`src/logic/pfcseq_defs.vh`:
```
// constants for the combined power-factor / resonant stage sequencer
// assumes a 100 MHz clock; millisecond delays use a 1 ms tick
`ifndef PFCSEQ_DEFS_VH
`define PFCSEQ_DEFS_VH

// ****************************************
// timebase
// ****************************************
`define PFCSEQ_CLK_MHZ        100
`define PFCSEQ_TICK_US        1000
`define PFCSEQ_TICK_CYC       (`PFCSEQ_CLK_MHZ * `PFCSEQ_TICK_US)
`define PFCSEQ_TICK_W         17
`define PFCSEQ_TICK_LAST      17'h1869f
`define PFCSEQ_START_DLY_MS   5'h14
`define PFCSEQ_STOP_DLY_MS    5'h05
`define PFCSEQ_MS_W           5

// ****************************************
// state codes
// ****************************************
`define PFCSEQ_ST_W           3
`define PFCSEQ_ST_OFF         3'h0
`define PFCSEQ_ST_WAIT        3'h1
`define PFCSEQ_ST_RUN         3'h2
`define PFCSEQ_ST_STOP        3'h3
`define PFCSEQ_ST_LATCH       3'h4
// synchronizer idle levels: on/off input idles high (off)
`define PFCSEQ_SYNC_RST       15'h0800

// ****************************************
// interrupt status / mask bits
// ****************************************
`define PFCSEQ_EV_W           4
`define PFCSEQ_EV_LATCH       0
`define PFCSEQ_EV_PGOOD       1
`define PFCSEQ_EV_STOP        2
`define PFCSEQ_EV_SOFT        3

// ****************************************
// register indices
// ****************************************
`define PFCSEQ_ADDR_W         4
`define PFCSEQ_REG_STATUS     4'h0
`define PFCSEQ_REG_MASK       4'h1
`define PFCSEQ_REG_STATE      4'h2
`define PFCSEQ_REG_CTRL       4'h3
`define PFCSEQ_MASK_RST       4'h0
`define PFCSEQ_CTRL_RST       1'b0

`endif

```
`src/logic/pfcseq_msdelay.v`:
```
// millisecond delay counter driven by the shared 1 ms tick
// assumes start is a one-cycle pulse on the same clock
`timescale 1ns/1ps

`include "pfcseq_defs.vh"

module pfcseq_msdelay
  (
  // clock and reset
  input  wire                     clock,
  input  wire                     rst_b,
  // control
  input  wire                     tick,
  input  wire                     start,
  input  wire                     cancel,
  input  wire [`PFCSEQ_MS_W-1:0]  len,
  // status
  output reg                      done,
  output wire                     busy
  );

  reg  [`PFCSEQ_MS_W-1:0] cnt_r;
  reg                     run_r;

  assign busy = run_r;

  // restarts on each start pulse
  always @(posedge clock or negedge rst_b)
  begin
    if (!rst_b)
    begin
      cnt_r <= {`PFCSEQ_MS_W{1'b0}};
      run_r <= 1'b0;
      done  <= 1'b0;
    end
    else
    begin
      done <= 1'b0;
      if (start)
      begin
        cnt_r <= len;
        run_r <= 1'b1;
      end
      else if (cancel)
        run_r <= 1'b0;
      else if (run_r && tick)
      begin
        if (cnt_r <= {{(`PFCSEQ_MS_W-1){1'b0}}, 1'b1})
        begin
          run_r <= 1'b0;
          done  <= 1'b1;
        end
        else
          cnt_r <= cnt_r - {{(`PFCSEQ_MS_W-1){1'b0}}, 1'b1};
      end
    end
  end

endmodule

```
`src/logic/pfcseq_top.v`:
```
// sequencer and fault logic for a power-factor stage feeding a resonant stage
// assumes comparator flags arrive asynchronously; registers on a plain strobe port
//
// Decided for this implementation: the register addresses and the address-and-strobe port.
`timescale 1ns/1ps

`include "pfcseq_defs.vh"

// Operation
// - fast fault above soft threshold closes soft-start discharge switch
// - fast fault above latch threshold latches off both stages
// - discharge on brownout, stop expiry, fault, uvlo, pfc uvp, off, thermal
// - discharge switch stays closed until soft-start below reset level
// - discharge switch opens once resonant stage starts running
// - skip variant: low skip input suppresses both driver outputs
// - high-side driver off while floating-supply undervoltage reported
// - resonant drivers off while bulk-ready is low, except in the stop state
// - bulk-ready set above 95 percent bulk, cleared on line brownout
// - bulk-ready rise starts 20 ms delay; expiry asserts power good, drivers
// - falling bulk at power-good level releases power-good output
// - after release, stop at brownout level or 5 ms expiry, first wins
// - line brownout releases power good, drivers stop 5 ms later
// - remote on/off high stops both stages at once, low consumption
// - run only after supply above turn-on; off below lower threshold
// - latch cleared only by supply recycle, on/off toggle, or line brownout recycle
module pfcseq_top #(parameter [`PFCSEQ_TICK_W-1:0] TICK_LAST = `PFCSEQ_TICK_LAST)
  (
  // clock and reset
  input  wire                        clock,
  input  wire                        rst_b,
  // comparator flags, asynchronous
  input  wire                        fault_soft_threshold,
  input  wire                        fault_latch_threshold,
  input  wire                        bulk_ok_cmp,
  input  wire                        line_brownout,
  input  wire                        power_good_level_input,
  input  wire                        brownout_level_input,
  input  wire                        pfc_uvp,
  input  wire                        vcc_above_on,
  input  wire                        vcc_below_min,
  input  wire                        thermal_shutdown_flag,
  input  wire                        remote_off,
  input  wire                        skip_sense,
  input  wire                        ss_below_reset,
  input  wire                        boot_uvlo,
  // other latch sources
  input  wire                        pfc_latch_fault,
  // variant strap
  input  wire                        skip_variant,
  // stage controls
  output reg                         pfc_enable,
  output reg                         low_side_drive,
  output reg                         high_side_drive,
  output reg                         ss_discharge,
  output reg                         low_power,
  // power-good open drain
  output wire                        pgood_o,
  output reg                         pgood_oe,
  // register port
  input  wire [`PFCSEQ_ADDR_W-1:0]   reg_addr,
  input  wire [31:0]                 reg_wdata,
  input  wire                        reg_wr,
  input  wire                        reg_rd,
  output reg  [31:0]                 reg_rdata,
  // interrupt
  output wire                        irq
  );

  // ****************************************
  // synchronizers
  // ****************************************
  localparam NSYNC = 15;
  wire [NSYNC-1:0] raw_in = {skip_sense, boot_uvlo, ss_below_reset, remote_off,
                             thermal_shutdown_flag, vcc_below_min, vcc_above_on,
                             pfc_uvp, brownout_level_input, power_good_level_input,
                             line_brownout, bulk_ok_cmp, fault_latch_threshold,
                             fault_soft_threshold, pfc_latch_fault};
  reg  [NSYNC-1:0] sync1_r;
  reg  [NSYNC-1:0] sync2_r;

  always @(posedge clock or negedge rst_b)
  begin
    if (!rst_b)
    begin
      sync1_r <= `PFCSEQ_SYNC_RST;
      sync2_r <= `PFCSEQ_SYNC_RST;
    end
    else
    begin
      sync1_r <= raw_in;
      sync2_r <= sync1_r;
    end
  end

  wire s_pfclatch = sync2_r[0];
  wire s_ff1      = sync2_r[1];
  wire s_ff2      = sync2_r[2];
  wire s_bulk     = sync2_r[3];
  wire s_lbo      = sync2_r[4];
  wire s_pglvl    = sync2_r[5];
  wire s_bolvl    = sync2_r[6];
  wire s_uvp      = sync2_r[7];
  wire s_vccon    = sync2_r[8];
  wire s_vccmin   = sync2_r[9];
  wire s_tsd      = sync2_r[10];
  wire s_off      = sync2_r[11];
  wire s_ssrst    = sync2_r[12];
  wire s_bootuv   = sync2_r[13];
  wire s_skip     = sync2_r[14];

  // ****************************************
  // 1 ms tick
  // ****************************************
  reg [`PFCSEQ_TICK_W-1:0] div_r;
  reg                      tick_r;

  always @(posedge clock or negedge rst_b)
  begin
    if (!rst_b)
    begin
      div_r  <= {`PFCSEQ_TICK_W{1'b0}};
      tick_r <= 1'b0;
    end
    else if (div_r == TICK_LAST)
    begin
      div_r  <= {`PFCSEQ_TICK_W{1'b0}};
      tick_r <= 1'b1;
    end
    else
    begin
      div_r  <= div_r + {{(`PFCSEQ_TICK_W-1){1'b0}}, 1'b1};
      tick_r <= 1'b0;
    end
  end

  // ****************************************
  // supply lockout with hysteresis
  // ****************************************
  reg vcc_ok_r;
  always @(posedge clock or negedge rst_b)
  begin
    if (!rst_b)
      vcc_ok_r <= 1'b0;
    else if (s_vccmin)
      vcc_ok_r <= 1'b0;
    else if (s_vccon)
      vcc_ok_r <= 1'b1;
  end

  // ****************************************
  // bulk-ready flag and edges
  // ****************************************
  reg bulk_ready_flag;
  reg bulk_prev_r;
  reg off_prev_r;
  reg lbo_prev_r;
  reg pgl_prev_r;

  always @(posedge clock or negedge rst_b)
  begin
    if (!rst_b)
    begin
      bulk_ready_flag <= 1'b0;
      bulk_prev_r     <= 1'b0;
      off_prev_r      <= 1'b1;
      lbo_prev_r      <= 1'b0;
      pgl_prev_r      <= 1'b0;
    end
    else
    begin
      if (s_lbo || !pfc_enable)
        bulk_ready_flag <= 1'b0;
      else if (s_bulk)
        bulk_ready_flag <= 1'b1;
      bulk_prev_r <= bulk_ready_flag;
      off_prev_r  <= s_off;
      lbo_prev_r  <= s_lbo;
      pgl_prev_r  <= s_pglvl;
    end
  end

  wire bulk_rise = bulk_ready_flag && !bulk_prev_r;
  wire bulk_fall = !bulk_ready_flag && bulk_prev_r;
  wire pgl_rise  = s_pglvl && !pgl_prev_r;
  wire off_rise  = s_off && !off_prev_r;
  wire lbo_fall  = !s_lbo && lbo_prev_r;

  // ****************************************
  // delay timers
  // ****************************************
  reg  [`PFCSEQ_ST_W-1:0] st_r;
  reg  [`PFCSEQ_ST_W-1:0] st_nxt;
  wire                    start_done;
  wire                    stop_done;
  wire                    start_busy;
  wire                    stop_busy;
  wire                    pg_release = (st_r == `PFCSEQ_ST_RUN) && (bulk_fall || pgl_rise);

  pfcseq_msdelay u_start_dly
    (
    .clock  (clock),
    .rst_b  (rst_b),
    .tick   (tick_r),
    .start  (bulk_rise),
    .cancel (!bulk_ready_flag),
    .len    (`PFCSEQ_START_DLY_MS),
    .done   (start_done),
    .busy   (start_busy)
    );

  pfcseq_msdelay u_stop_dly
    (
    .clock  (clock),
    .rst_b  (rst_b),
    .tick   (tick_r),
    .start  (pg_release),
    .cancel (st_r != `PFCSEQ_ST_STOP),
    .len    (`PFCSEQ_STOP_DLY_MS),
    .done   (stop_done),
    .busy   (stop_busy)
    );

  // ****************************************
  // sequencer
  // ****************************************
  wire stop_all  = !vcc_ok_r || s_off || s_tsd;
  wire latch_hit = s_ff2 || s_pfclatch;
  wire latch_clr = !vcc_ok_r || off_rise || lbo_fall;

  always @*
  begin
    st_nxt = st_r;
    case (st_r)
      `PFCSEQ_ST_OFF:
        if (!stop_all)
          st_nxt = `PFCSEQ_ST_WAIT;
      `PFCSEQ_ST_WAIT:
        if (start_done && bulk_ready_flag)
          st_nxt = `PFCSEQ_ST_RUN;
      `PFCSEQ_ST_RUN:
        if (pg_release)
          st_nxt = `PFCSEQ_ST_STOP;
      `PFCSEQ_ST_STOP:
        if (stop_done || s_bolvl)
          st_nxt = `PFCSEQ_ST_WAIT;
      `PFCSEQ_ST_LATCH:
        if (latch_clr)
          st_nxt = `PFCSEQ_ST_OFF;
      default:
        st_nxt = `PFCSEQ_ST_OFF;
    endcase
    if (st_r != `PFCSEQ_ST_LATCH)
    begin
      if (latch_hit)
        st_nxt = `PFCSEQ_ST_LATCH;
      else if (stop_all)
        st_nxt = `PFCSEQ_ST_OFF;
    end
  end

  always @(posedge clock or negedge rst_b)
  begin
    if (!rst_b)
      st_r <= `PFCSEQ_ST_OFF;
    else
      st_r <= st_nxt;
  end

  // ****************************************
  // soft-start discharge
  // ****************************************
  reg  ss_hold_r;
  wire ss_trig = s_bolvl || stop_done || s_ff1 || !vcc_ok_r || s_uvp || s_off || s_tsd;
  wire latched = (st_r == `PFCSEQ_ST_LATCH);

  always @(posedge clock or negedge rst_b)
  begin
    if (!rst_b)
      ss_hold_r <= 1'b1;
    else if (ss_trig || latched)
      ss_hold_r <= 1'b1;
    else if (s_ssrst && st_r == `PFCSEQ_ST_RUN)
      ss_hold_r <= 1'b0;
  end

  // ****************************************
  // outputs
  // ****************************************
  wire drv_on = (st_r == `PFCSEQ_ST_RUN || st_r == `PFCSEQ_ST_STOP) && !latched;
  wire skip_cut = skip_variant && !s_skip;
  wire pulses = drv_on && (bulk_ready_flag || st_r == `PFCSEQ_ST_STOP) && !skip_cut;

  always @(posedge clock or negedge rst_b)
  begin
    if (!rst_b)
    begin
      pfc_enable      <= 1'b0;
      low_side_drive  <= 1'b0;
      high_side_drive <= 1'b0;
      ss_discharge    <= 1'b1;
      low_power       <= 1'b1;
      pgood_oe        <= 1'b0;
    end
    else
    begin
      pfc_enable      <= (st_nxt != `PFCSEQ_ST_OFF) && (st_nxt != `PFCSEQ_ST_LATCH);
      low_side_drive  <= pulses && (bulk_ready_flag || st_r == `PFCSEQ_ST_STOP);
      high_side_drive <= pulses && !s_bootuv;
      ss_discharge    <= ss_hold_r || ss_trig || latched;
      low_power       <= s_off;
      pgood_oe        <= (st_nxt == `PFCSEQ_ST_RUN);
    end
  end

  assign pgood_o = 1'b0;

  // ****************************************
  // registers and interrupt
  // ****************************************
  reg  [`PFCSEQ_EV_W-1:0] stat_r;
  reg  [`PFCSEQ_EV_W-1:0] mask_r;
  reg                     ctrl_r;
  wire [`PFCSEQ_EV_W-1:0] ev;

  assign ev[`PFCSEQ_EV_LATCH] = latched && !(st_r == st_nxt) ? 1'b0 : (st_nxt == `PFCSEQ_ST_LATCH) && !latched;
  assign ev[`PFCSEQ_EV_PGOOD] = pg_release;
  assign ev[`PFCSEQ_EV_STOP]  = stop_done;
  assign ev[`PFCSEQ_EV_SOFT]  = s_ff1;

  always @(posedge clock or negedge rst_b)
  begin
    if (!rst_b)
    begin
      stat_r    <= {`PFCSEQ_EV_W{1'b0}};
      mask_r    <= `PFCSEQ_MASK_RST;
      ctrl_r    <= `PFCSEQ_CTRL_RST;
      reg_rdata <= 32'h0000_0000;
    end
    else
    begin
      // set wins over read-clear
      if (reg_rd && reg_addr == `PFCSEQ_REG_STATUS)
        stat_r <= ev;
      else
        stat_r <= stat_r | ev;
      if (reg_wr && reg_addr == `PFCSEQ_REG_MASK)
        mask_r <= reg_wdata[`PFCSEQ_EV_W-1:0];
      if (reg_wr && reg_addr == `PFCSEQ_REG_CTRL)
        ctrl_r <= reg_wdata[0];
      reg_rdata <= 32'h0000_0000;
      if (reg_rd)
      begin
        case (reg_addr)
          `PFCSEQ_REG_STATUS: reg_rdata <= {28'h000_0000, stat_r};
          `PFCSEQ_REG_MASK:   reg_rdata <= {28'h000_0000, mask_r};
          `PFCSEQ_REG_STATE:  reg_rdata <= {24'h00_0000, bulk_ready_flag, vcc_ok_r,
                                            start_busy, stop_busy, 1'b0, st_r};
          `PFCSEQ_REG_CTRL:   reg_rdata <= {31'h0000_0000, ctrl_r};
          default:            reg_rdata <= 32'h0000_0000;
        endcase
      end
    end
  end

  // ctrl bit 0 holds the interrupt line off globally
  assign irq = |(stat_r & mask_r) && !ctrl_r;

endmodule

```
`config.mk`:
```
export PLATFORM = sky130hd
export DESIGN_NAME = pfcseq_top
export DESIGN_NICKNAME = d
export VERILOG_FILES = /design/src/logic/pfcseq_msdelay.v /design/src/logic/pfcseq_top.v
export VERILOG_INCLUDE_DIRS = /design/src /design/src/logic
export SDC_FILE = /design/constraint.sdc
export NUM_CORES = 1
export LEC_CHECK = 0
export ABC_AREA = 0
export ABC_CLOCK_PERIOD_IN_PS = 2300
export BUFFER_PORTS_ARGS = -buffer_cell sky130_fd_sc_hd__buf_4
export CAP_MARGIN = 25
export CORE_MARGIN = 5
export CORE_UTILIZATION = 53
export CTS_BUF_LIST = sky130_fd_sc_hd__clkbuf_16
export DETAILED_ROUTE_END_ITERATION = 10
export GPL_ROUTABILITY_DRIVEN = 0
export HOLD_SLACK_MARGIN = 0.1
export PLACE_DENSITY = 0.8
export SYNTH_ARGS = -nofsm -noshare
export SYNTH_HDL_FRONTEND = slang
export SYNTH_SLANG_ARGS = --single-unit
```
`constraint.sdc`:
```
create_clock -name clock -period 2.3 [get_ports clock]
set_clock_uncertainty 0.2 [all_clocks]
set_input_delay 0.115 -clock clock [delete_from_list [all_inputs] [get_ports clock]]
set_output_delay 0.115 -clock clock [all_outputs]
set_load 0.1 [all_outputs]
```
Word level (Yosys, flattened, before mapping). Cells that the tools add are included.

Add/subtract/negate cells: 3. Multipliers: 0. Divide/modulo/power cells: 0. Order comparisons: 2. Eq/ne operators: 19. Shift operators: 0. Mux-type cells: 45. Bitwise logic cells: 2. Reduce and logical (&&, ||, !) cells: 70.

Operators with widths (count): 2-to-1 mux 5 bit (8); case mux 8 bit (4 select lines) (1); 2-to-1 mux 1 bit (24); 2-to-1 mux 3 bit (8); logical AND 1 bit (23); logical OR 1 bit (18); adder 17 x 1 -> 17 bit (second input constant) (1); equality test 17 bit (second input constant) (1); 2-to-1 mux 17 bit (1); case mux 3 bit (5 select lines) (1); logical NOT 1 bit (13); nonzero test 2 bit (6); less-or-equal comparator 5 x 1 -> 1 bit (second input constant) (2); subtractor 5 x 1 -> 5 bit (second input constant) (2); equality test 3 x 2 -> 1 bit (second input constant) (3); nonzero test 3 bit (3); equality test 4 x 2 -> 1 bit (second input constant) (2); 2-to-1 mux 8 bit (1); equality test 3 bit (second input constant) (2); != test 2 bit (second input constant) (3); != test 3 x 1 -> 1 bit (second input constant) (2); != test 3 bit (second input constant) (2); AND reduction 3 bit (2); bitwise AND 4 bit (1); other kinds (10) (11).

Bits in registers: 118. Bits in latches: 0. Bits in writable memories: 0. ROM bits: 0. Input bits: 56. Output and inout bits: 40. Word-level logic and storage cells: 168. Memories kept: 0.

Depth between registers and ports, before layout.
Word-level depth: 15. Mapped depth: 6. Mapped depth without buffers: 6.

By module. A second synthesis with hierarchy kept.

Cells, all modules: 336. Area, all modules: 4018.9 µm².

By module, submodules not included: pfcseq_top (instances 1, cells an instance 246, area each 3105.5 µm², sequential area each 2008.2 µm²); pfcseq_msdelay (instances 2, cells an instance 45, area each 456.7 µm², sequential area each 175.2 µm²).

Worst setup path after synthesis. Ideal clock, no wire load.

Path kind: register to output. Start point: register stat_r[3]. End point: output port irq. Arrival time: 1.916 ns. Data required time: 1.985 ns. Slack: 0.069 ns. Stages on the path, launching flop included: 3. Buffers on the path: 0. Cells stage by stage: dfrtp_1 > a22oi_1 > a21oi_1.

Word-level cells in the longest chain between the ends: 3.

RTL lines: start: declaration (line pfcseq_top.v:320) `` reg [`PFCSEQ_EV_W-1:0] stat_r; ``; start signal: assignment (line pfcseq_top.v:334) `` stat_r <= {`PFCSEQ_EV_W{1'b0}}; ``; start signal: assignment (line pfcseq_top.v:343) `stat_r <= ev;`; start signal: assignment (line pfcseq_top.v:345) `stat_r <= stat_r | ev;`; bitwise AND 4 bit (line pfcseq_top.v:366) `assign irq = |(stat_r & mask_r) && !ctrl_r;`; OR reduction 4 bit (line pfcseq_top.v:366); logical AND 1 bit (line pfcseq_top.v:366); end: declaration (line pfcseq_top.v:66) `output wire irq`.

No other way between the ends.

Worst setup path after layout.
Start point: register u_stop_dly.cnt_r[0]. End point: register u_stop_dly.cnt_r[4].

Word-level cells in the longest chain between the ends: 5. Elaborated cells between the ends (all ways): 8. Classes of those cells: add/sub: 1; order compare: 1; eq/ne: 1; mux: 4; reduce/logical: 1.

RTL lines: start: declaration (line pfcseq_msdelay.v:22) `` reg [`PFCSEQ_MS_W-1:0] cnt_r; ``; start signal: assignment (line pfcseq_msdelay.v:32) `` cnt_r <= {`PFCSEQ_MS_W{1'b0}}; ``; start signal: assignment (line pfcseq_msdelay.v:41) `cnt_r <= len;`; start signal: assignment (line pfcseq_msdelay.v:54) `` cnt_r <= cnt_r - {{(`PFCSEQ_MS_W-1){1'b0}}, 1'b1}; ``; subtractor 5 x 1 -> 5 bit (line pfcseq_msdelay.v:54); 2-to-1 mux 5 bit (line pfcseq_msdelay.v:48) `` if (cnt_r <= {{(`PFCSEQ_MS_W-1){1'b0}}, 1'b1}) ``; 2-to-1 mux 5 bit (line pfcseq_msdelay.v:46) `else if (run_r && tick)`; 2-to-1 mux 5 bit (line pfcseq_msdelay.v:44) `else if (cancel)`; 2-to-1 mux 5 bit (line pfcseq_msdelay.v:39) `if (start)`.

Several ways; a longest one is shown, not always the timed one. The select of a mux whose other input is x is not followed. A chain may end at the register's enable or synchronous reset.

==> results.json <==
{
  "final_antenna_net_count": 0,
  "die_h_um": 94.8,
  "synth_compound_area_frac": 0.0745,
  "min_period_over_period": 0.910,
  "ys.flop_type": "dfrtp_1",
  "drc": 0,
  "synth_warnings": 0,
  "synth.avg_cell_area_um2": 12.0,
  "rsz0062_at_grt": "no",
  "first_iter_violations": 146,
  "yosysMostFrequentCell": "dfrtp_1",
  "synth_top_cells_by_area": "dfrtp_1, buf_4, dfstp_2, nor2_1, xnor2_1",
  "place_ws_ns": 0.151,
  "synth_edf_count": 0,
  "place_hpwl_um": 5040,
  "cts_buffer_depth": 2,
  "fill_cells": 523,
  "ir_drop_v": 0.000576,
  "p_per_area_nw_per_um2": 787,
  "p_leak_nw": 2.27,
  "fin_ws_ns": 0.207,
  "cts_inserted_buffers": 9,
  "grt_use_total": 0.179,
  "ys_types": 51,
  "outcome": "finished clean",
  "drive_gt1_frac": 0.219,
  "rows": 31,
  "worst-path-max-fanout": 5,
  "setup_viol": 0,
  "synth_top_family_by_area": "simple AND/OR/NAND/NOR gates",
  "gr-total-overflow": 0,
  "portBuffers": 42,
  "endpoint_kind": "flip-flop",
  "multi_input_area_um2": 1290,
  "cts_sinks": 94,
  "yosysTopAreaCell": "dfrtp_1",
  "synthTopCellsByCount": "dfrtp_1, nor2_1, buf_4",
  "netlist_instances": 319,
  "vias_per_cell": 5.07,
  "total_power_mw": 3.79,
  "crit_required_ns": 2.32,
  "synthSimpleGateAreaFrac": 0.153,
  "async_flop_share": 1.00,
  "ys_ff_latch": 94,
  "final-seq-area_um2": 2360,
  "fin_crit_ns": 2.09,
  "wl_um": 7290,
  "clock_latency_ns": 0.34,
  "fin_tns_setup_ns": 0,
  "vias": 2565,
  "syn_to_final_growth_pct": 26.3,
  "max-cap-violations": 0,
  "max_freq_ghz": 0.478,
  "synthesis.area_um2": 3810,
  "n_antenna_cell": 0,
  "hold_path.class": "primary input to flip-flop",
  "die_area_um2": 8990,
  "synth_adder_area_share": 0.0164,
  "cp.arrival_ns": 2.11,
  "grt_pass1_vias": 2664,
  "grt_start_max_net_pins": 46,
  "cts_tree": "done",
  "first_pass_iters": 4,
  "synth_top_area_frac": 0.584,
  "antenna_found_initial": 0,
  "synth-seq-area-share": 0.618,
  "htree_levels": 3,
  "avgRoutedWirePerCell_um": 14.4,
  "synthXorXnorAreaFrac": 0.0344,
  "cts-root-buf": "clkbuf_16",
  "nNetsFinal": 463,
  "core-area_um2": 7140,
  "finalMaxSlewViolations": 0,
  "postCtsSetupRepairBufs": 0,
  "critPathLaunchType": "flip-flop",
  "clkTransAtPathRegs_ns": 0.06,
  "start_util": 0.534,
  "grt_pass1_wl_um": 12100,
  "hold_viol": 0,
  "muxShareOfSynthArea": 0.0341,
  "io_pins": 96,
  "die_w_um": 94.8,
  "worstSetupPathType": "flip-flop to flip-flop"
}
logic make-up after synthesis:
logic type	after synthesis
compound gates	40
xor+xnor	15
fa+ha+maj	5
buf+inv	44
flops	94
mux	11
other cells	1
simple gates	109
cell usage in the layout, fill, tap and decap left out, types with 5 or more instances in the layout:
cell and n:
dfrtp_1 89, buf_4 48, nor2_1 32, dlygate4sd3_1 30, conb_1 25, inv_1 13, nand3_1 12, xnor2_1 11
nand2_1 10, a21oi_1 10, nor3_1 9, clkbuf_16 9, and3_1 7, and2_1 6, nand4_1 6, mux2_2 6
a21o_1 5, ha_1 5, dfstp_2 5
timing repair:
action,in CTS,in global routing
gates resized for setup,0,1
setup endpoints to repair,0,18
endpoints found under the hold margin,128,0
hold buffers,31,0
cell type report:
cell class,count,share of cell area
Clock inverter,7,0.0197
Clock buffer,9,0.0467
Tap cell,99,0.0257
Timing Repair Buffer,79,0.141
Sequential cell,94,0.489
Multi-Input combinational cell,205,0.267
Inverter,13,0.0101
state kept, by name (all words and copies together), names as in the netlist, 3 cells and up:
register           flops
div_r                 17
u_stop_dly.cnt_r       5
reg_rdata              8
stat_r                 4
u_start_dly.cnt_r      5
sync1_r               15
mask_r                 4
sync2_r               15
st_r                   3
stage by stage:
stage	util	cell area [um2]	hold slack, ns	cells
2_1_floorplan	-	3900	-0.381	343
3_3_place_gp	0.588	4200	-0.191	460
3_5_place_dp	0.588	4200	-0.187	460
4_1_cts	0.676	4830	0.106	507
5_1_grt	0.675	4820	0.137	506
6_report	0.675	4820	0.121	506
report_power, final:
part	switching, mW	internal, mW	total, mW
combinational	0.330	0.128	0.458
sequential	0.0448	1.72	1.76
clock	0.617	0.956	1.57
final timing paths:
check	cells past startpoint	start	to	slack, ns
min in group asynchronous	3	rst_b	reg_rdata[7]	0.53
hold / removal	4	reg_addr[3]	reg_rdata[6]	0.12
setup / recovery	6	u_stop_dly.cnt_r[0]	u_stop_dly.cnt_r[4]	0.21
max in group asynchronous	4	rst_b	div_r[12]	0.70
hold reg to reg	0	sync1_r[10]	sync2_r[10]	0.15
setup reg to reg	6	u_stop_dly.cnt_r[0]	u_stop_dly.cnt_r[4]	0.21
critical path: stages, from the launching register on:
cell and delay, ns:
dfrtp_1 0.43, inv_1 0.08, ha_1 0.18, or3b_2 0.45
a2111oi_1 0.41, xnor2_1 0.17, nor2_1 0.05
layer usage:
layer / vias to the layer above / part of all wire / global-route usage
met5: - / 0 / 0
met4: 0 / 0.026 / 0.0998
li1: 1206 / - / -
met1: 1270 / 0.41 / 0.220
met2: 71 / 0.51 / 0.298
met3: 18 / 0.047 / 0.0327
Note: power is estimated with default switching activity, not from simulation.
